<file path="src/hw/mdio_c45_defines.vh">
// constants for the clause 45 management frame slave
`ifndef MDIO_C45_DEFINES_VH
`define MDIO_C45_DEFINES_VH

// ==========================================================
// register byte addresses
`define OFS_BLOCK_CONTROL 32'h40005c00
`define OFS_FRAME_INFO 32'h40005c04
`define OFS_WRITE_DATA 32'h40005c08
`define OFS_TARGET_ADDR 32'h40005c0c
`define OFS_READ_REPLY 32'h40005c10
`define OFS_EXPECT_SEL 32'h40005c14
`define OFS_STATUS 32'h40005c18
`define OFS_IRQ_ENABLE 32'h40005c1c
`define OFS_PIN_READBACK 32'h40005c20

// ==========================================================
// reset values
`define RST_BLOCK_CONTROL 3'h0
`define RST_EXPECT_SEL 15'h0400
`define RST_READ_REPLY 16'h0000
`define RST_STATUS 8'h00
`define RST_IRQ_ENABLE 8'h00

// ==========================================================
// block_control fields
`define CTL_SOFT_RESET 0
`define CTL_MATCH_WIDTH 1
`define CTL_DRIVE_STYLE 2

// ==========================================================
// expected_address_select fields
`define SEL_SW_LO 0
`define SEL_SW_HI 4
`define SEL_SRC_LO 5
`define SEL_SRC_HI 9
`define SEL_DEV_LO 10
`define SEL_DEV_HI 14

// ==========================================================
// frame_progress_status bits
`define STA_WRITE_DONE 0
`define STA_ADDR_DONE 1
`define STA_INC_DONE 2
`define STA_READ_DONE 3
`define STA_DEV_MATCH 4
`define STA_DEV_MISS 5
`define STA_PHYS_MATCH 6
`define STA_PHYS_MISS 7

// ==========================================================
// frame layout
`define PREAMBLE_BITS 6'd32
`define LAST_OP_BIT 4'd1
`define LAST_ADDR_BIT 4'd4
`define LAST_TA_BIT 4'd1
`define LAST_DATA_BIT 4'd15
`define OP_ADDRESS 2'b00
`define OP_WRITE 2'b01
`define OP_READ_INC 2'b10
`define OP_READ 2'b11

// ==========================================================
// axi responses
`define RESP_OKAY 2'b00
`define RESP_SLVERR 2'b10

`endif

</file>
<file path="src/hw/mdio_clause45_slave.v">
// clause 45 management frame slave with axi4-lite register port
// Operation
// (RULE1) frame is 32 preamble plus 32 body
// (RULE2) all fields shift most significant first
// (RULE3) host sends 32 or more preamble ones
// (RULE4) two zero start bits open frame info
// (RULE5) opcode: address, write, read, read-increment
// (RULE6) read-increment leaves stored address to software
// (RULE7) host turnaround 10; device drives z0, data
// (RULE8) idle line undriven; host drives otherwise
// (RULE9) five-bit physical address compared to expected
// (RULE10) device address field selects device type
// (RULE11) address/data field is sixteen bits
// (RULE12) capture address frame and write frame words
// (RULE13) transmit reply register shifted out on reads
// (RULE14) control bit 2 picks open-drain/push-pull
// (RULE15) control bit 1 picks five/three bit match
// (RULE16) control bit 0 soft reset, self clearing
// (RULE17) frame info: dev 11:7, phy 6:2, op
// (RULE18) status register clears when read
// (RULE19) software clears status before enabling events
// (RULE20) mismatched address frames cause no action
// (RULE21) match/mismatch flags after phy and dev fields
// (RULE22) end-of-frame flag per type, enable gated
// (RULE23) per-bit expected source: pin or software
// (RULE24) sync lines, sample on clock rise
//
// The implementer's own choice: the AXI4-Lite register port.
`timescale 1ns/1ps
`default_nettype none
`include "mdio_c45_defines.vh"

module mdio_clause45_slave #(
  parameter ADDR_W = 32,
  parameter PHYS_W = 5
) (
  // clock and reset
  input wire clk_i,
  input wire rst_i,
  // axi4-lite write address
  input wire s_axi_awvalid,
  output wire s_axi_awready,
  input wire [ADDR_W-1:0] s_axi_awaddr,
  input wire [2:0] s_axi_awprot,
  // axi4-lite write data
  input wire s_axi_wvalid,
  output wire s_axi_wready,
  input wire [31:0] s_axi_wdata,
  input wire [3:0] s_axi_wstrb,
  // axi4-lite write response
  output wire s_axi_bvalid,
  input wire s_axi_bready,
  output wire [1:0] s_axi_bresp,
  // axi4-lite read address
  input wire s_axi_arvalid,
  output wire s_axi_arready,
  input wire [ADDR_W-1:0] s_axi_araddr,
  input wire [2:0] s_axi_arprot,
  // axi4-lite read data
  output wire s_axi_rvalid,
  input wire s_axi_rready,
  output wire [31:0] s_axi_rdata,
  output wire [1:0] s_axi_rresp,
  // management link
  input wire mdc_i,
  input wire mdio_i,
  output wire mdio_o,
  output wire mdio_oe_o,
  // address straps and event request
  input wire [PHYS_W-1:0] port_address_pins_i,
  output wire event_request_o
);

  localparam S_PRE = 3'h0;
  localparam S_ST2 = 3'h1;
  localparam S_OP = 3'h2;
  localparam S_PHY = 3'h3;
  localparam S_DEV = 3'h4;
  localparam S_TA = 3'h5;
  localparam S_DATA = 3'h6;

  // ==========================================================
  // synchronisers
  reg mdc_s1_q, mdc_s2_q, mdc_s3_q;
  reg mdio_s1_q, mdio_s2_q;
  reg [PHYS_W-1:0] pins_s1_q, pins_s2_q;
  wire mdc_rise;
  wire bit_in;

  always @(posedge clk_i or posedge rst_i) begin
    if (rst_i) begin
      mdc_s1_q <= 1'b0;
      mdc_s2_q <= 1'b0;
      mdc_s3_q <= 1'b0;
      mdio_s1_q <= 1'b1;
      mdio_s2_q <= 1'b1;
      pins_s1_q <= {PHYS_W{1'b0}};
      pins_s2_q <= {PHYS_W{1'b0}};
    end else begin
      mdc_s1_q <= mdc_i; // RULE24
      mdc_s2_q <= mdc_s1_q;
      mdc_s3_q <= mdc_s2_q;
      mdio_s1_q <= mdio_i;
      mdio_s2_q <= mdio_s1_q;
      pins_s1_q <= port_address_pins_i;
      pins_s2_q <= pins_s1_q;
    end
  end

  // both lines go through equal depth so bit and edge stay aligned
  assign mdc_rise = mdc_s2_q & ~mdc_s3_q; // RULE24
  assign bit_in = mdio_s2_q;

  // ==========================================================
  // software registers
  reg match_width_q, drive_style_q, soft_rst_q;
  reg [14:0] expect_sel_q;
  reg [15:0] read_reply_word_q;
  reg [7:0] irq_enable_q;
  reg [7:0] status_q;
  reg [11:0] frame_info_q;
  reg [15:0] write_data_q, target_addr_q;

  // ==========================================================
  // expected address
  wire [PHYS_W-1:0] exp_phys;
  wire [PHYS_W-1:0] sw_bits;
  wire [PHYS_W-1:0] src_sel;
  wire [4:0] exp_dev;
  assign sw_bits = expect_sel_q[`SEL_SW_HI:`SEL_SW_LO];
  assign src_sel = expect_sel_q[`SEL_SRC_HI:`SEL_SRC_LO];
  assign exp_dev = expect_sel_q[`SEL_DEV_HI:`SEL_DEV_LO];

  genvar g;
  generate
    for (g = 0; g < PHYS_W; g = g + 1) begin : g_exp
      assign exp_phys[g] = src_sel[g] ? sw_bits[g] : pins_s2_q[g]; // RULE23
    end
  endgenerate

  // ==========================================================
  // frame receiver
  reg [2:0] state_q;
  reg [5:0] pre_cnt_q;
  reg [3:0] bit_cnt_q;
  reg [15:0] shift_q;
  reg [1:0] op_q;
  reg [4:0] phy_q;
  reg phy_ok_q, frame_ok_q;
  reg [15:0] tx_shift_q;
  reg drv_en_q, drv_bit_q;
  reg [7:0] status_set;
  wire [15:0] shift_nx;
  wire [4:0] phy_nx;
  wire phy_hit;
  wire is_read;

  assign shift_nx = {shift_q[14:0], bit_in}; // RULE2
  assign phy_nx = shift_nx[4:0];
  assign phy_hit = match_width_q ?
    (phy_nx[2:0] == exp_phys[2:0]) : (phy_nx == exp_phys); // RULE9 RULE15
  assign is_read = op_q[1]; // RULE5

  always @(posedge clk_i or posedge rst_i) begin
    if (rst_i) begin
      state_q <= S_PRE;
      pre_cnt_q <= 6'h00;
      bit_cnt_q <= 4'h0;
      shift_q <= 16'h0000;
      op_q <= 2'b00;
      phy_q <= 5'h00;
      phy_ok_q <= 1'b0;
      frame_ok_q <= 1'b0;
      tx_shift_q <= 16'h0000;
      drv_en_q <= 1'b0;
      drv_bit_q <= 1'b1;
      frame_info_q <= 12'h000;
      write_data_q <= 16'h0000;
      target_addr_q <= 16'h0000;
      status_set <= 8'h00;
    end else if (soft_rst_q) begin
      state_q <= S_PRE; // RULE16
      pre_cnt_q <= 6'h00;
      bit_cnt_q <= 4'h0;
      drv_en_q <= 1'b0;
      drv_bit_q <= 1'b1;
      status_set <= 8'h00;
    end else begin
      status_set <= 8'h00;
      if (mdc_rise) begin
        shift_q <= shift_nx;
        bit_cnt_q <= bit_cnt_q + 4'h1;
        case (state_q)
          S_PRE: begin
            if (bit_in) begin
              if (pre_cnt_q != `PREAMBLE_BITS) begin
                pre_cnt_q <= pre_cnt_q + 6'h01; // RULE3
              end
            end else if (pre_cnt_q == `PREAMBLE_BITS) begin
              state_q <= S_ST2; // RULE1 RULE4
            end else begin
              pre_cnt_q <= 6'h00;
            end
          end
          S_ST2: begin
            bit_cnt_q <= 4'h0;
            pre_cnt_q <= bit_in ? 6'h01 : 6'h00;
            state_q <= bit_in ? S_PRE : S_OP; // RULE4
          end
          S_OP: begin
            if (bit_cnt_q == `LAST_OP_BIT) begin
              op_q <= shift_nx[1:0]; // RULE5
              bit_cnt_q <= 4'h0;
              state_q <= S_PHY;
            end
          end
          S_PHY: begin
            if (bit_cnt_q == `LAST_ADDR_BIT) begin
              phy_q <= phy_nx;
              phy_ok_q <= phy_hit;
              status_set[`STA_PHYS_MATCH] <= phy_hit; // RULE21
              status_set[`STA_PHYS_MISS] <= ~phy_hit;
              bit_cnt_q <= 4'h0;
              state_q <= S_DEV;
            end
          end
          S_DEV: begin
            if (bit_cnt_q == `LAST_ADDR_BIT) begin
              // device address acts as device-type selector
              frame_ok_q <= phy_ok_q & (phy_nx == exp_dev); // RULE10 RULE20
              status_set[`STA_DEV_MATCH] <= (phy_nx == exp_dev); // RULE21
              status_set[`STA_DEV_MISS] <= (phy_nx != exp_dev);
              if (phy_ok_q && phy_nx == exp_dev) begin
                frame_info_q <= {phy_nx, phy_q, op_q}; // RULE17
              end
              bit_cnt_q <= 4'h0;
              state_q <= S_TA;
            end
          end
          S_TA: begin
            if (bit_cnt_q != `LAST_TA_BIT) begin
              // host has let go; reply word must be loaded by now
              if (is_read && frame_ok_q) begin
                drv_en_q <= 1'b1; // RULE7
                drv_bit_q <= 1'b0;
                tx_shift_q <= read_reply_word_q; // RULE13
              end
            end else begin
              if (drv_en_q) begin
                drv_bit_q <= tx_shift_q[15]; // RULE2
                tx_shift_q <= {tx_shift_q[14:0], 1'b0};
              end
              bit_cnt_q <= 4'h0;
              state_q <= S_DATA;
            end
          end
          S_DATA: begin
            if (bit_cnt_q != `LAST_DATA_BIT) begin
              if (drv_en_q) begin
                drv_bit_q <= tx_shift_q[15]; // RULE24
                tx_shift_q <= {tx_shift_q[14:0], 1'b0};
              end
            end else begin
              drv_en_q <= 1'b0; // RULE8
              drv_bit_q <= 1'b1;
              bit_cnt_q <= 4'h0;
              pre_cnt_q <= 6'h00;
              state_q <= S_PRE;
              if (frame_ok_q) begin
                case (op_q)
                  `OP_ADDRESS: begin
                    target_addr_q <= shift_nx; // RULE11 RULE12
                    status_set[`STA_ADDR_DONE] <= 1'b1; // RULE22
                  end
                  `OP_WRITE: begin
                    write_data_q <= shift_nx; // RULE12
                    status_set[`STA_WRITE_DONE] <= 1'b1; // RULE22
                  end
                  // address is not advanced here
                  `OP_READ_INC: begin
                    status_set[`STA_INC_DONE] <= 1'b1; // RULE6 RULE22
                  end
                  default: begin
                    status_set[`STA_READ_DONE] <= 1'b1; // RULE22
                  end
                endcase
              end
            end
          end
          default: begin
            state_q <= S_PRE;
            pre_cnt_q <= 6'h00;
          end
        endcase
      end
    end
  end

  // open drain only ever pulls low
  assign mdio_oe_o = drv_en_q & (drive_style_q | ~drv_bit_q); // RULE14
  assign mdio_o = drv_bit_q & drive_style_q; // RULE14

  // ==========================================================
  // axi4-lite slave
  reg aw_held_q, w_held_q, bvalid_q, rvalid_q;
  reg [ADDR_W-1:0] aw_addr_q;
  reg [31:0] wdata_q;
  reg [3:0] wstrb_q;
  reg [1:0] bresp_q, rresp_q;
  reg [31:0] rdata_q;
  reg [31:0] rd_val;
  reg rd_hit;
  wire do_write;
  wire do_read;
  wire wr_lo, wr_hi;
  wire status_clr;

  assign s_axi_awready = ~aw_held_q & ~bvalid_q;
  assign s_axi_wready = ~w_held_q & ~bvalid_q;
  assign s_axi_bvalid = bvalid_q;
  assign s_axi_bresp = bresp_q;
  assign s_axi_arready = ~rvalid_q;
  assign s_axi_rvalid = rvalid_q;
  assign s_axi_rdata = rdata_q;
  assign s_axi_rresp = rresp_q;
  assign do_write = aw_held_q & w_held_q & ~bvalid_q;
  assign do_read = s_axi_arvalid & ~rvalid_q;
  assign wr_lo = do_write & wstrb_q[0];
  assign wr_hi = do_write & wstrb_q[1];
  assign status_clr = do_read & (s_axi_araddr == `OFS_STATUS);

  always @* begin
    rd_hit = 1'b1;
    rd_val = 32'h00000000;
    case (s_axi_araddr)
      `OFS_BLOCK_CONTROL: rd_val[2:1] = {drive_style_q, match_width_q};
      `OFS_FRAME_INFO: rd_val[11:0] = frame_info_q;
      `OFS_WRITE_DATA: rd_val[15:0] = write_data_q;
      `OFS_TARGET_ADDR: rd_val[15:0] = target_addr_q;
      `OFS_READ_REPLY: rd_val[15:0] = read_reply_word_q;
      `OFS_EXPECT_SEL: rd_val[14:0] = expect_sel_q;
      `OFS_STATUS: rd_val[7:0] = status_q;
      `OFS_IRQ_ENABLE: rd_val[7:0] = irq_enable_q;
      `OFS_PIN_READBACK: rd_val[PHYS_W-1:0] = pins_s2_q;
      default: rd_hit = 1'b0;
    endcase
  end

  always @(posedge clk_i or posedge rst_i) begin
    if (rst_i) begin
      aw_held_q <= 1'b0;
      w_held_q <= 1'b0;
      bvalid_q <= 1'b0;
      rvalid_q <= 1'b0;
      aw_addr_q <= {ADDR_W{1'b0}};
      wdata_q <= 32'h00000000;
      wstrb_q <= 4'h0;
      bresp_q <= `RESP_OKAY;
      rresp_q <= `RESP_OKAY;
      rdata_q <= 32'h00000000;
    end else begin
      if (s_axi_awvalid && s_axi_awready) begin
        aw_held_q <= 1'b1;
        aw_addr_q <= s_axi_awaddr;
      end
      if (s_axi_wvalid && s_axi_wready) begin
        w_held_q <= 1'b1;
        wdata_q <= s_axi_wdata;
        wstrb_q <= s_axi_wstrb;
      end
      if (do_write) begin
        aw_held_q <= 1'b0;
        w_held_q <= 1'b0;
        bvalid_q <= 1'b1;
        case (aw_addr_q)
          `OFS_BLOCK_CONTROL, `OFS_FRAME_INFO, `OFS_WRITE_DATA,
          `OFS_TARGET_ADDR, `OFS_READ_REPLY, `OFS_EXPECT_SEL,
          `OFS_STATUS, `OFS_IRQ_ENABLE, `OFS_PIN_READBACK:
            bresp_q <= `RESP_OKAY;
          default: bresp_q <= `RESP_SLVERR;
        endcase
      end else if (bvalid_q && s_axi_bready) begin
        bvalid_q <= 1'b0;
      end
      if (do_read) begin
        rvalid_q <= 1'b1;
        rdata_q <= rd_val;
        rresp_q <= rd_hit ? `RESP_OKAY : `RESP_SLVERR;
      end else if (rvalid_q && s_axi_rready) begin
        rvalid_q <= 1'b0;
      end
    end
  end

  // ==========================================================
  // register writes and status
  always @(posedge clk_i or posedge rst_i) begin
    if (rst_i) begin
      {drive_style_q, match_width_q, soft_rst_q} <= `RST_BLOCK_CONTROL;
      expect_sel_q <= `RST_EXPECT_SEL;
      read_reply_word_q <= `RST_READ_REPLY;
      irq_enable_q <= `RST_IRQ_ENABLE;
      status_q <= `RST_STATUS;
    end else begin
      soft_rst_q <= 1'b0; // RULE16
      if (wr_lo && aw_addr_q == `OFS_BLOCK_CONTROL) begin
        drive_style_q <= wdata_q[`CTL_DRIVE_STYLE]; // RULE14
        match_width_q <= wdata_q[`CTL_MATCH_WIDTH]; // RULE15
        soft_rst_q <= wdata_q[`CTL_SOFT_RESET]; // RULE16
      end
      if (aw_addr_q == `OFS_READ_REPLY) begin
        if (wr_lo) begin
          read_reply_word_q[7:0] <= wdata_q[7:0]; // RULE13
        end
        if (wr_hi) begin
          read_reply_word_q[15:8] <= wdata_q[15:8];
        end
      end
      if (aw_addr_q == `OFS_EXPECT_SEL) begin
        if (wr_lo) begin
          expect_sel_q[7:0] <= wdata_q[7:0]; // RULE23
        end
        if (wr_hi) begin
          expect_sel_q[14:8] <= wdata_q[14:8];
        end
      end
      if (wr_lo && aw_addr_q == `OFS_IRQ_ENABLE) begin
        irq_enable_q <= wdata_q[7:0]; // RULE22
      end
      // a flag raised in the clearing cycle survives
      if (soft_rst_q) begin
        status_q <= `RST_STATUS;
      end else begin
        status_q <= (status_q & {8{~status_clr}}) | status_set; // RULE18
      end
    end
  end

  // level request, no latch of its own
  assign event_request_o = |(status_q & irq_enable_q); // RULE22 RULE19

endmodule // mdio_clause45_slave

`default_nettype wire

</file>
<file path="config.mk">
export PLATFORM = sky130hd
export DESIGN_NAME = mdio_clause45_slave
export DESIGN_NICKNAME = d
export VERILOG_FILES = /design/src/hw/mdio_clause45_slave.v
export VERILOG_INCLUDE_DIRS = /design/src /design/src/hw
export SDC_FILE = /design/constraint.sdc
export NUM_CORES = 1
export LEC_CHECK = 0
export ABC_AREA = 1
export BUFFER_PORTS_ARGS = -buffer_cell sky130_fd_sc_hd__buf_2
export CORE_ASPECT_RATIO = 1.2
export CORE_MARGIN = 3
export CORE_UTILIZATION = 58
export DETAILED_ROUTE_END_ITERATION = 12
export PLACE_DENSITY = 0.81
export SETUP_SLACK_MARGIN = 0.5
export SLEW_MARGIN = 0
export SYNTH_ARGS = -nofsm -noshare
export SYNTH_HDL_FRONTEND = slang
export SYNTH_SLANG_ARGS = --single-unit
</file>
<file path="constraint.sdc">
create_clock -name clk_i -period 21.3 [get_ports clk_i]
set_input_delay 3.195 -clock clk_i [delete_from_list [all_inputs] [get_ports clk_i]]
set_output_delay 3.195 -clock clk_i [all_outputs]
set_load 0.03 [all_outputs]
</file>
== Word level (Yosys, flattened, before mapping) ==
Index checks and enable logic that the tools add are counted.

* Memories: 0
* Input port bits: 120
* Output and inout port bits: 44
* Bits in writable memories: 0
* Bits in registers: 246
* Memory bits (read-only): 0
* Bits in latches: 0

* Divide/modulo/power cells: 0
* Bitwise logic cells: 26
* Reduce and logical (&&, ||, !) cells: 39
* Equal/unequal tests: 51
* Shift-type cells: 0
* $lt $le $gt $ge: 0
* $mul: 0
* Muxes and demuxes: 83
* Add/subtract/negate cells: 2

{| class="wikitable"
|+ Operators with widths
! cell !! number
|-
| $eq 32x31->1 const B || 18
|-
| $mux 16 || 4
|-
| $pmux 3 s7 || 2
|-
| $pmux 4 s5 || 2
|-
| $mux 4 || 9
|-
| $mux 6 || 6
|-
| $mux 1 || 32
|-
| $pmux 16 s2 || 1
|-
| $ne 3x3->1 const B || 10
|-
| $mux 3 || 9
|-
| $mux 8 || 3
|-
| $pmux 6 s4 || 1
|-
| $reduce_and 5->1 || 4
|-
| $pmux 2 s9 || 1
|-
| $reduce_or 9->1 || 2
|-
| $and 8x8->8 || 2
|-
| $ne 4x4->1 const B || 4
|-
| $pmux 2 s8 || 1
|-
| $mux 2 || 7
|-
| $and 1x1->1 || 12
|-
| $pmux 3 s4 || 1
|-
| $reduce_and 4->1 || 3
|-
| $reduce_and 6->1 || 2
|-
| $reduce_bool 2->1 || 6
|-
| 34 further kinds || 59
|}

== Depth between registers and ports, before layout ==
Gate-level depths: netlist of the first run.

* Word-level depth: 8
* Mapped depth: 14
* Mapped depth without buffers: 13

== Least setup slack after synthesis of the first run ==
OpenSTA, ideal clock, no wires.

* Path kind: register -> output
* Start point: register drv_en_q
* End point: output port mdio_oe_o
* Cell stages (with the launch flop): 4
* Required time: 18.105 ns
* Path slack: 16.878 ns
* Arrival time: 1.227 ns
* Cells stage by stage: dfrtp_1 > clkbuf_1 > inv_1 > a21oi_1

* Cells in the longest elaborated chain, start to end: 1

{| class="wikitable"
|+ RTL lines
! element !! line !! text
|-
| start, declared || mdio_clause45_slave.v:151 || <nowiki>reg drv_en_q, drv_bit_q;</nowiki>
|-
| start signal, assigned || mdio_clause45_slave.v:175 || <nowiki>drv_en_q <= 1'b0;</nowiki>
|-
| start signal, assigned || mdio_clause45_slave.v:185 || <nowiki>drv_en_q <= 1'b0;</nowiki>
|-
| start signal, assigned || mdio_clause45_slave.v:244 || <nowiki>drv_en_q <= 1'b1;</nowiki>
|-
| $and 1x1->1 || mdio_clause45_slave.v:300 || <nowiki>assign mdio_oe_o = drv_en_q & (drive_style_q | ~drv_bit_q);</nowiki>
|-
| end, declared || mdio_clause45_slave.v:68 || <nowiki>output wire mdio_oe_o,</nowiki>
|}

Every way passes these cells.

== Worst setup path in the final report of the first run ==
* Start point: input port s_axi_araddr[8]
* End point: register rdata_q[13] (netlist: s_axi_rdata[13])

* Cells in the longest elaborated chain, start to end: 2
* Elaborated cells on any way between the ends: 5
* Those cells by class: eq/ne (4); mux (1)

{| class="wikitable"
|+ RTL lines
! element !! line !! text
|-
| start, declared || mdio_clause45_slave.v:57 || <nowiki>input wire [ADDR_W-1:0] s_axi_araddr,</nowiki>
|-
| $eq 32x31->1 || mdio_clause45_slave.v:335 || <nowiki>case (s_axi_araddr)</nowiki>
|-
| $pmux 3 s4 (*) || mdio_clause45_slave.v:335 ||
|-
| end signal, assigned || mdio_clause45_slave.v:387 || <nowiki>rdata_q <= rd_val;</nowiki>
|-
| end, declared || mdio_clause45_slave.v:310 || <nowiki>reg [31:0] rdata_q;</nowiki>
|}

Every way passes the cells marked *; elsewhere a longest branch is shown, timed or not.
A chain may end at the register's enable or synchronous reset.

==> metrics.txt, run 1 <==
routed length per instance 16.3 um; Clock power frac 0.360; FF+latch count, synth 244; cts hold-fix bufs 0; Final TNS setup 0 ns; Seq pwr share 0.475; Reg-to-Reg End frame_info_q[1]; P_int 872 uW; critical path class in -> reg; CP Capture Type flop; Static Leak 6.57 nW; root cell of the clock tree clkbuf_16; Compound-Gate Fraction of Synth Area 0.0866; number of I/O port buffers 121; post-synth cell types 54; relative slew slack 0.331; pwr dens 93.1 nW/um^2; CTS clk-pin slew, worst paths 0.06 ns; Final Cycle Share 0.244; CP Launch Point s_axi_araddr[8]; Total Wirelength 28.7 mm; via count 9686; CP Max Fanout 11; Adder-Cell Fraction of Synth Area 0.00534; pin count of the biggest net entering global routing 95; flop2flop setup slack 18.65 ns; Mapped Avg Cell Area 8.56 um^2; Pins Over Slew Limit 0; Ports 164; Die Area 22000 um^2; Die X 136 um; Layout fillers 1560; mux share of post-synthesis cell area 0.0412; Syn. warnings 0; setup bufs post-CTS 0; Post-synth top cells nand2_1 (366), dfrtp_1 (240), inv_1 (130), nand3_1 (128), nor2_1 (115); antenna-violating nets left 0; initial antenna violation count 0; Worst EP arrival 5.65 ns; Vias/cell 5.51; mapped cell area 11700 um^2; register area share after synthesis 0.521; RSZ-0062 raised after global routing false; core area 19700 um^2; worst-margin pin slew 1.00 ns; gp weighted congestion 0.920; grt ovf 0; R2R Path Start soft_rst_q; Tmin final 5.20 ns; clock latency on the worst-skew pair 0.51 ns; first-pass GRT wire length 46.2 mm; largest family of logic cells by synthesized area simple AND/OR/NAND/NOR gates; Final setup violation count 0; DR DRC count 0; Net Sw Frac 0.293; post-synth top area cell dfrtp_1; drt pass-1 iters 5; startpoint types input port; area growth from synthesis to layout 12.9%; ant diodes 0; ys async rst share 1.00; worst hold slack 0.350 ns; worst r2r path cells 6; top-count cell post-synth nand2_1; Rows 56; Synth top area share 0.512; # clock sinks 244; Layout Skew 0.00918 ns; combinational share of power 0.165; peak supply drop 88.8 uV; max-cap viol count 0; DRT iter0 DRCs 717; Worst Path Required 21.75 ns; Clock Tree Buf Depth 3; Post-synth EDFFs 0; worst hold path startpoint pins_s1_q[4]; Hold WC Path Type reg -> reg; Syn Inst Count 1369; Switching Power 361 uW; # H-tree levels 1; total power 1.23 mW; Hold Vio Cnt, Final 0; layout cells sized above 1 0.184; Num CTS Buffers 25; Total Routing Usage GR 0.260; main flop type after synthesis dfrtp_1; vias in the first global route 9419; Initial Utilization 0.595; Final Net Count 1605; CTS tree done; top cells by area, synth dfrtp_1 (51%), nand2_1 (12%), nand3_1 (5.5%); Simple-Gate Fraction of Synth Area 0.260; DP HPWL 20.7 mm; outcome finished clean; die height 162 um; XOR/XNOR share of the synthesized area 0.00822; endpoint of the most critical setup path s_axi_rdata[13]; CTS resizes 0; FMAX 192 MHz
==> critical path: stages <==
cell     delay [ns]
buf_2          0.10
inv_1          0.07
nand2_1        0.06
nor2_1         0.11
nand2_1        0.32
nor2_1         0.89
nand2_1        0.22
o21ai_0        0.47
o21ai_1        0.14
nand2_1        0.09
==> power groups by stage <==
| stage | clock, mW | sequential (mW) | combinational (mW) |
|---|---|---|---|
| after floorplan | 0 | 0.577 | 0.160 |
| after global placement | 0 | 0.589 | 0.194 |
| after detailed placement | 0 | 0.592 | 0.203 |
| after CTS | 0.448 | 0.584 | 0.205 |
| after global routing | 0.468 | 0.592 | 0.226 |
| final | 0.444 | 0.585 | 0.204 |
==> cells by family (layout without fill, tap and decap cells) <==
family / count (synthesis) / in the layout
adder cells (fa/ha/maj): 5 / 5
multiplexers: 43 / 43
XOR/XNOR: 11 / 11
AND/OR/NAND/NOR: 686 / 686
other: 1 / 18
buffers and inverters: 203 / 315
AO/OA/AOI/OAI: 176 / 176
flip-flops: 244 / 244
==> cell usage in the layout (no fill, tap or decap), types with 11 or more instances in the layout <==
cell,n
nor3_1,11
inv_1,129
nor4_1,11
clkbuf_16,25
buf_2,121
conb_1,18
o21ai_1,47
nor2_1,115
a21oi_1,34
o21ai_0,67
mux2_2,42
inv_2,14
xor2_1,11
nand3_1,128
nand2_1,366
dfrtp_1,240
==> sequential cells by signal, summed over array words and instances, names as in the netlist, 12 cells and up <==
signal	flops
shift_q	15
frame_info_q	12
aw_addr_q	32
read_reply_word_q	16
write_data_q	16
target_addr_q	16
wdata_q	16
expect_sel_q	15
s_axi_rdata	16
tx_shift_q	16
==> area by class of cell <==
class | instances | area [um^2] | area share
clock buffers | 36 | 737 | 0.0557
clock inverters | 9 | 101 | 0.00765
inverters | 145 | 557 | 0.0421
multi-input cells | 939 | 4770 | 0.360
flip-flops and latches | 244 | 6110 | 0.462
well taps | 261 | 327 | 0.0247
repair buffers | 125 | 636 | 0.0480
==> metal layers <==
metal,GRT usage,part of all wire
met4,0.110,0.044
met3,0.0369,0.068
met5,0,0
met2,0.444,0.49
met1,0.333,0.40
==> metrics by stage <==
step | utilization | setup WS [ns] | area (um^2) | cells
floorplan | - | 11.41 | 11800 | 1386
finish | 0.672 | 16.10 | 13200 | 1759
CTS | 0.672 | 16.11 | 13200 | 1759
detailed placement | 0.630 | 15.55 | 12400 | 1714
global placement | 0.630 | 15.60 | 12400 | 1714
global route | 0.672 | 15.84 | 13200 | 1759
==> how the worst min path moves through the flow <==
stage	end	slack, ns	cells past startpoint
finish	pins_s2_q[4]	0.35	0
global route	bit_in	0.36	0
detailed placement	mdc_s2_q	0.34	0
global placement	pins_s2_q[0]	0.34	0
CTS	pins_s2_q[1]	0.35	0
floorplan	mdc_s2_q	0.33	0
Note: power is estimated with default switching activity, not from simulation.
==> run 2: changes to the inputs <==
--- a/config.mk
+++ b/config.mk
@@ -6,13 +6,13 @@
 export SDC_FILE = /design/constraint.sdc
 export NUM_CORES = 1
 export LEC_CHECK = 0
-export ABC_AREA = 1
+export ABC_AREA = 0
 export BUFFER_PORTS_ARGS = -buffer_cell sky130_fd_sc_hd__buf_2
 export CORE_ASPECT_RATIO = 1.2
 export CORE_MARGIN = 3
-export CORE_UTILIZATION = 58
+export CORE_UTILIZATION = 52
 export DETAILED_ROUTE_END_ITERATION = 12
-export PLACE_DENSITY = 0.81
+export PLACE_DENSITY = 0.77
 export SETUP_SLACK_MARGIN = 0.5
 export SLEW_MARGIN = 0
 export SYNTH_ARGS = -nofsm -noshare
==> constraint.sdc (replaced) <==
create_clock -name clk_i -period 4.4 [get_ports clk_i]
set_input_delay 0.66 -clock clk_i [delete_from_list [all_inputs] [get_ports clk_i]]
set_output_delay 0.66 -clock clk_i [all_outputs]
set_load 0.03 [all_outputs]
==> run 2 against run 1 <==
Effect of this change: power increased to 4.8 times the previous value; worst hold slack got worse by 0.12 ns; critical endpoint is now irq_enable_q[3]; clock skew increased by 0.011 ns; synthesized cell count decreased by 30%; register-to-register slack got worse by 17 ns; synthesized area decreased by 5.0%; sequential share of layout area increased by 1.6 points; sequential cell count unchanged; utilization decreased by 6.4 points.
==> metrics.txt, run 2 <==
outcome finished clean; RSZ-0062 raised after global routing false; ys async rst share 1.00; relative slew slack 0.351; R2R Path Start aw_addr_q[24]; grt ovf 0; CTS tree done; Worst EP arrival 3.02 ns; Final TNS setup 0 ns; initial antenna violation count 0; ant diodes 0; layout cells sized above 1 0.322; mux share of post-synthesis cell area 0.162; clock latency on the worst-skew pair 0.53 ns; most frequent cells in the layout dfrtp_1 (240), mux2_2 (149), buf_2 (121); CP Capture Type flop; Static Leak 5.93 nW; Post-synth top cells dfrtp_1 (240), mux2_2 (149), nand2_1 (111), nor2_1 (49), clkbuf_1 (34); Final Core Density 0.609; DP Area 11900 um^2; CTS clk-pin slew, worst paths 0.06 ns; top cells by area, synth dfrtp_1 (54%), mux2_2 (15%), nand2_1 (3.7%); root cell of the clock tree clkbuf_16; worst hold path startpoint mdc_i; Post-synth EDFFs 0; flop2flop setup slack 1.80 ns; critical path class reg -> reg; routed length per instance 19.5 um; top-count cell post-synth dfrtp_1; Place WS 1.64 ns; # H-tree levels 1; die height 166 um; startpoint types flop; Syn. warnings 0; # clock sinks 244; Final setup violation count 0; first-pass GRT wire length 42.6 mm; Clock Tree Buf Depth 3; DR DRC count 0; PnR worst setup slack 1.80 ns; Total Wirelength 26.3 mm; Syn Inst Count 955; number of I/O port buffers 121; gp weighted congestion 0.921; Top reg by flops aw_addr_q; Ports 164; Min-Delay Path Depth 1; drt pass-1 iters 5; Adder-Cell Fraction of Synth Area 0.00561; core area 21000 um^2; CP Max Fanout 8; Layout fillers 1706; DRT iter0 DRCs 566; worst r2r path cells 5; Layout Skew 0.0205 ns; pwr dens 464 nW/um^2; post-synth cell types 67; Die X 140 um; peak supply drop 475 uV; Hold WC Path Type in -> reg; Initial Utilization 0.529; main flop type after synthesis dfrtp_1; Vias/cell 5.91; area growth from synthesis to layout 14.9%; Hold Vio Cnt, Final 0; Simple-Gate Fraction of Synth Area 0.136; via count 7976; antenna-violating nets left 0; Final Net Count 1184; Die Area 23200 um^2; max-cap viol count 0; CTS resizes 0; vias in the first global route 7987; post-synth top area cell dfrtp_1; max reg flops 32; Compound-Gate Fraction of Synth Area 0.0967; Num CTS Buffers 26; FMAX 384 MHz; Min-Delay Endpoint mdc_s1_q; Mapped Avg Cell Area 11.7 um^2; register area share after synthesis 0.548; most common cell after layout, fill and taps aside dfrtp_1; pin count of the biggest net entering global routing 108; worst-margin pin slew 0.971 ns; FF+latch count, synth 244; cts hold-fix bufs 0; Synth top area share 0.539; largest family of logic cells by synthesized area multiplexers; Pins Over Slew Limit 0; Rows 58; Tmin final 2.60 ns; Design Area, Final 12800 um^2; setup bufs post-CTS 0; DP HPWL 18.4 mm; XOR/XNOR share of the synthesized area 0.0118; Worst Path Required 4.81 ns; Reg-to-Reg End irq_enable_q[3]; Final Cycle Share 0.592; total power 5.94 mW; mapped cell area 11100 um^2; Total Routing Usage GR 0.226
==> run 2: cell count changes after synthesis, sizes merged, moves of 12 or more <==
cell,delta
clkbuf,+19
nand3,-116
o21ai,-84
mux2i,+12
nor2,-78
inv,-129
mux2,+107
a31oi,+17
a21oi,-18
and3,+12
nand2,-264
==> run 2: final cells by class <==
cell class / instances / area (um^2) / share of cell area
sequential: 244 / 6110 / 0.477
multi-input combinational: 641 / 4670 / 0.364
clock buffer: 36 / 748 / 0.0584
timing repair buffer: 131 / 706 / 0.0551
tap: 270 / 338 / 0.0264
clock inverter: 12 / 178 / 0.0139
inverter: 15 / 60.1 / 0.00469
==> run 2: cell families (layout without fill, tap and decap cells) <==
| group | Yosys count | after routing |
|---|---|---|
| adders and majority gates | 5 | 5 |
| xor gates and xnor gates | 15 | 15 |
| buffers and inverters | 87 | 194 |
| other | 1 | 18 |
| DFF | 244 | 244 |
| muxes | 162 | 162 |
| and+or+nand+nor | 290 | 290 |
| AOI/OAI and AO/OA | 151 | 151 |
==> run 2: per-layer routing <==
| metal | share of wire | routed length, um | track usage | vias up |
|---|---|---|---|---|
| met3 | 0.065 | 1710 | 0.0357 | 58 |
| met2 | 0.49 | 12900 | 0.378 | 339 |
| li1 | - | - | - | 3629 |
| met5 | 0 | 0 | 0 | - |
| met4 | 0.051 | 1330 | 0.107 | 0 |
| met1 | 0.40 | 10400 | 0.291 | 3950 |
==> run 2: worst max-delay path by stage <==
| stage | depth (start not counted) | to | startpoint |
|---|---|---|---|
| 6_report | 5 | irq_enable_q[3] | aw_addr_q[24] |
| 2_1_floorplan | 1 | aw_addr_q[0] | rst_i |
| 5_1_grt | 5 | irq_enable_q[3] | aw_addr_q[21] |
| 3_3_place_gp | 6 | s_axi_rdata[0] | s_axi_araddr[5] |
| 4_1_cts | 5 | irq_enable_q[3] | aw_addr_q[24] |
| 3_5_place_dp | 6 | s_axi_rdata[2] | s_axi_araddr[5] |
==> run 2: metrics by stage <==
| step | std cells | hold slack [ns] |
|---|---|---|
| after floorplan | 972 | 0.331 |
| after global placement | 1301 | 0.332 |
| after detailed placement | 1301 | 0.335 |
| after CTS | 1349 | 0.211 |
| after global routing | 1349 | 0.210 |
| final | 1349 | 0.232 |
==> run 2: where the power goes <==
group	internal [mW]	leakage, nW	total [mW]	switching [mW]
combinational	0.406	2.30	0.809	0.403
sequential	2.55	3.17	2.84	0.284
clock	1.42	0.456	2.30	0.871
total	4.38	5.93	5.94	1.56
==> run 2: worst max-delay path, stage by stage (launching register included) <==
cell and delay, ns:
dfrtp_1 0.38, nor4b_1 0.35, nand4_1 0.25, nor4_2 0.54, and4_1 0.57, mux2_2 0.40
==> run 3: changes to the inputs <==
==> constraint.sdc (replaced) <==
create_clock -name clk_i -period 2.2 [get_ports clk_i]
set_input_delay 0.33 -clock clk_i [delete_from_list [all_inputs] [get_ports clk_i]]
set_output_delay 0.33 -clock clk_i [all_outputs]
set_load 0.03 [all_outputs]
==> run 3 against run 2 <==
Effect of this change: clock-buffer cell count shrank 4; final area grew 19%; register-to-register slack lost 1.8 ns; combinational power grew to 2.7 times the previous value; worst hold slack lost 0.22 ns; power grew 120%; worst setup slack lost 1.8 ns; largest cell class unchanged; critical path depth grew 1; critical endpoint is now expect_sel_q[1]; global-route usage grew 3.4 points; clock skew grew 0.0027 ns.
==> metrics.txt, run 3 (synthesis gave the netlist of run 2 again) <==
critical path, cell by cell nor4b_2 -> nand4_1 -> nor4_4 -> and4_1 -> buf_12 -> mux2_4; DP Area 12700 um^2; slowest stage cell, crit path nor4_4; Reg-to-Reg End expect_sel_q[1]; first-pass GRT wire length 48.5 mm; Min-Delay Path Depth 2; slowest cell delay on critical path 0.42 ns; Clock power frac 0.382; pin count of the biggest net entering global routing 65; Layout Skew 0.0232 ns; total power 13.0 mW; outcome finished clean; die height 166 um; Final Cycle Share 0.993; Top reg by flops aw_addr_q; Final Core Density 0.725; Hold Vio Cnt, Final 0; Die X 140 um; core area 21000 um^2; Worst EP arrival 2.60 ns; root cell of the clock tree clkbuf_16; Clock Tree Buf Depth 3; antenna-violating nets left 0; startpoint types flop; Initial Utilization 0.529; number of I/O port buffers 121; Total Wirelength 33.2 mm; peak supply drop 1020 uV; # clock sinks 244; Net Sw Frac 0.278; critical path class reg -> reg; CP Capture Type flop; DP HPWL 20.1 mm; PnR worst setup slack 0.0147 ns; combinational share of power 0.170; Num CTS Buffers 25; Static Leak 7.00 nW; area growth from synthesis to layout 36.9%; Pins Over Slew Limit 0; Design Area, Final 15300 um^2; pwr dens 852 nW/um^2; Seq pwr share 0.448; Min-Delay Endpoint wstrb_q[1]; CP Max Fanout 8; Final setup violation count 0; Rows 58; clock latency on the worst-skew pair 0.55 ns; Tmin final 2.19 ns; layout cells sized above 1 0.467; most common cell after layout, fill and taps aside dfrtp_1; worst hold path startpoint s_axi_wstrb[1]; FMAX 458 MHz; flop2flop setup slack 0.01 ns; Total Routing Usage GR 0.260; Worst Path Required 2.62 ns; Switching Power 3.61 mW; Ports 164; worst-margin pin slew 0.679 ns; Place WS -0.201 ns; RSZ-0062 raised after global routing true; initial antenna violation count 0; most frequent cells in the layout dfrtp_1 (235), buf_2 (119), nand2_1 (106); routed length per instance 22.5 um; Final Net Count 1309; DRT iter0 DRCs 691; ant diodes 0; # H-tree levels 1; CTS clk-pin slew, worst paths 0.07 ns; DR DRC count 0; via count 8925; vias in the first global route 8849; worst r2r path cells 6; Die Area 23200 um^2; drt pass-1 iters 5; worst hold slack 0.0144 ns; max reg flops 32; P_int 9.38 mW; R2R Path Start aw_addr_q[13]; relative slew slack 0.547; CTS tree done; Hold WC Path Type in -> reg; gp weighted congestion 0.890; grt ovf 0; max-cap viol count 0; Vias/cell 6.06
[run 3: cell types whose count changed in the layout (fill, tap and decap cells not counted), moves of 14 or more]
cell	before	now
mux2_2	149	58
nor2_1	49	29
mux2_4	0	91
o21ai_0	28	13
buf_4	8	77
buf_6	0	30
nor2_4	0	20
buf_12	2	16
[run 3: power groups by stage]
stage          logic [mW]  clock network, mW  registers [mW]
6_report             2.21               4.96            5.82
5_1_grt              2.40               5.20            5.89
4_1_cts              2.03               5.00            5.75
3_5_place_dp         1.77                  0            5.80
3_3_place_gp         1.71                  0            5.76
2_1_floorplan        1.38                  0            5.60
[run 3: repair_timing]
| item | CTS | global route |
|---|---|---|
| buffers inserted | 40 | 20 |
| resized for setup | 82 | 128 |
| pin swaps | 34 | 33 |
| endpoints found under the hold margin | 22 | 0 |
| endpoints found under the setup margin | 138 | 144 |
| gates cloned | 5 | 1 |
| hold buffers | 10 | 0 |
[run 3: routing by layer]
layer | part of all wire | vias to the layer above | GRT usage
li1 | - | 3886 | -
met1 | 0.38 | 4454 | 0.329
met2 | 0.50 | 457 | 0.445
met3 | 0.066 | 128 | 0.0383
met4 | 0.059 | 0 | 0.115
met5 | 0 | - | 0
[run 3: critical path, delay by kind of cell, from the launching register on]
| family | cells | cell delay [ns] |
|---|---|---|
| simple gates | 4 | 1.24 |
| buf+inv | 1 | 0.15 |
| flops | 1 | 0.38 |
| mux | 1 | 0.30 |
[run 3: through the flow]
step / std cells / setup TNS, ns
global route: 1473 / -2.12
detailed placement: 1351 / -5.43
floorplan: 972 / -321.29
global placement: 1351 / -0.245
CTS: 1452 / 0
finish: 1473 / 0
[run 3: final cells by class]
cell class	count	area, um^2
repair buffers	257	2070
multi-input cells	641	5710
well taps	270	338
fillers	1302	5790
clock inverters	14	295
inverters	15	62.6
clock buffers	32	672
flip-flops and latches	244	6120
[run 3: worst max path at each step]
stage	from	endpoint	slack (ns)	cells past startpoint
after floorplan	rst_i	aw_addr_q[0]	-1.33	1
after global placement	aw_addr_q[21]	expect_sel_q[0]	-0.04	6
after detailed placement	aw_addr_q[21]	expect_sel_q[0]	-0.20	6
after CTS	aw_addr_q[16]	expect_sel_q[0]	0.02	6
after global routing	aw_addr_q[13]	irq_enable_q[1]	-0.08	6
final	aw_addr_q[13]	expect_sel_q[1]	0.01	6
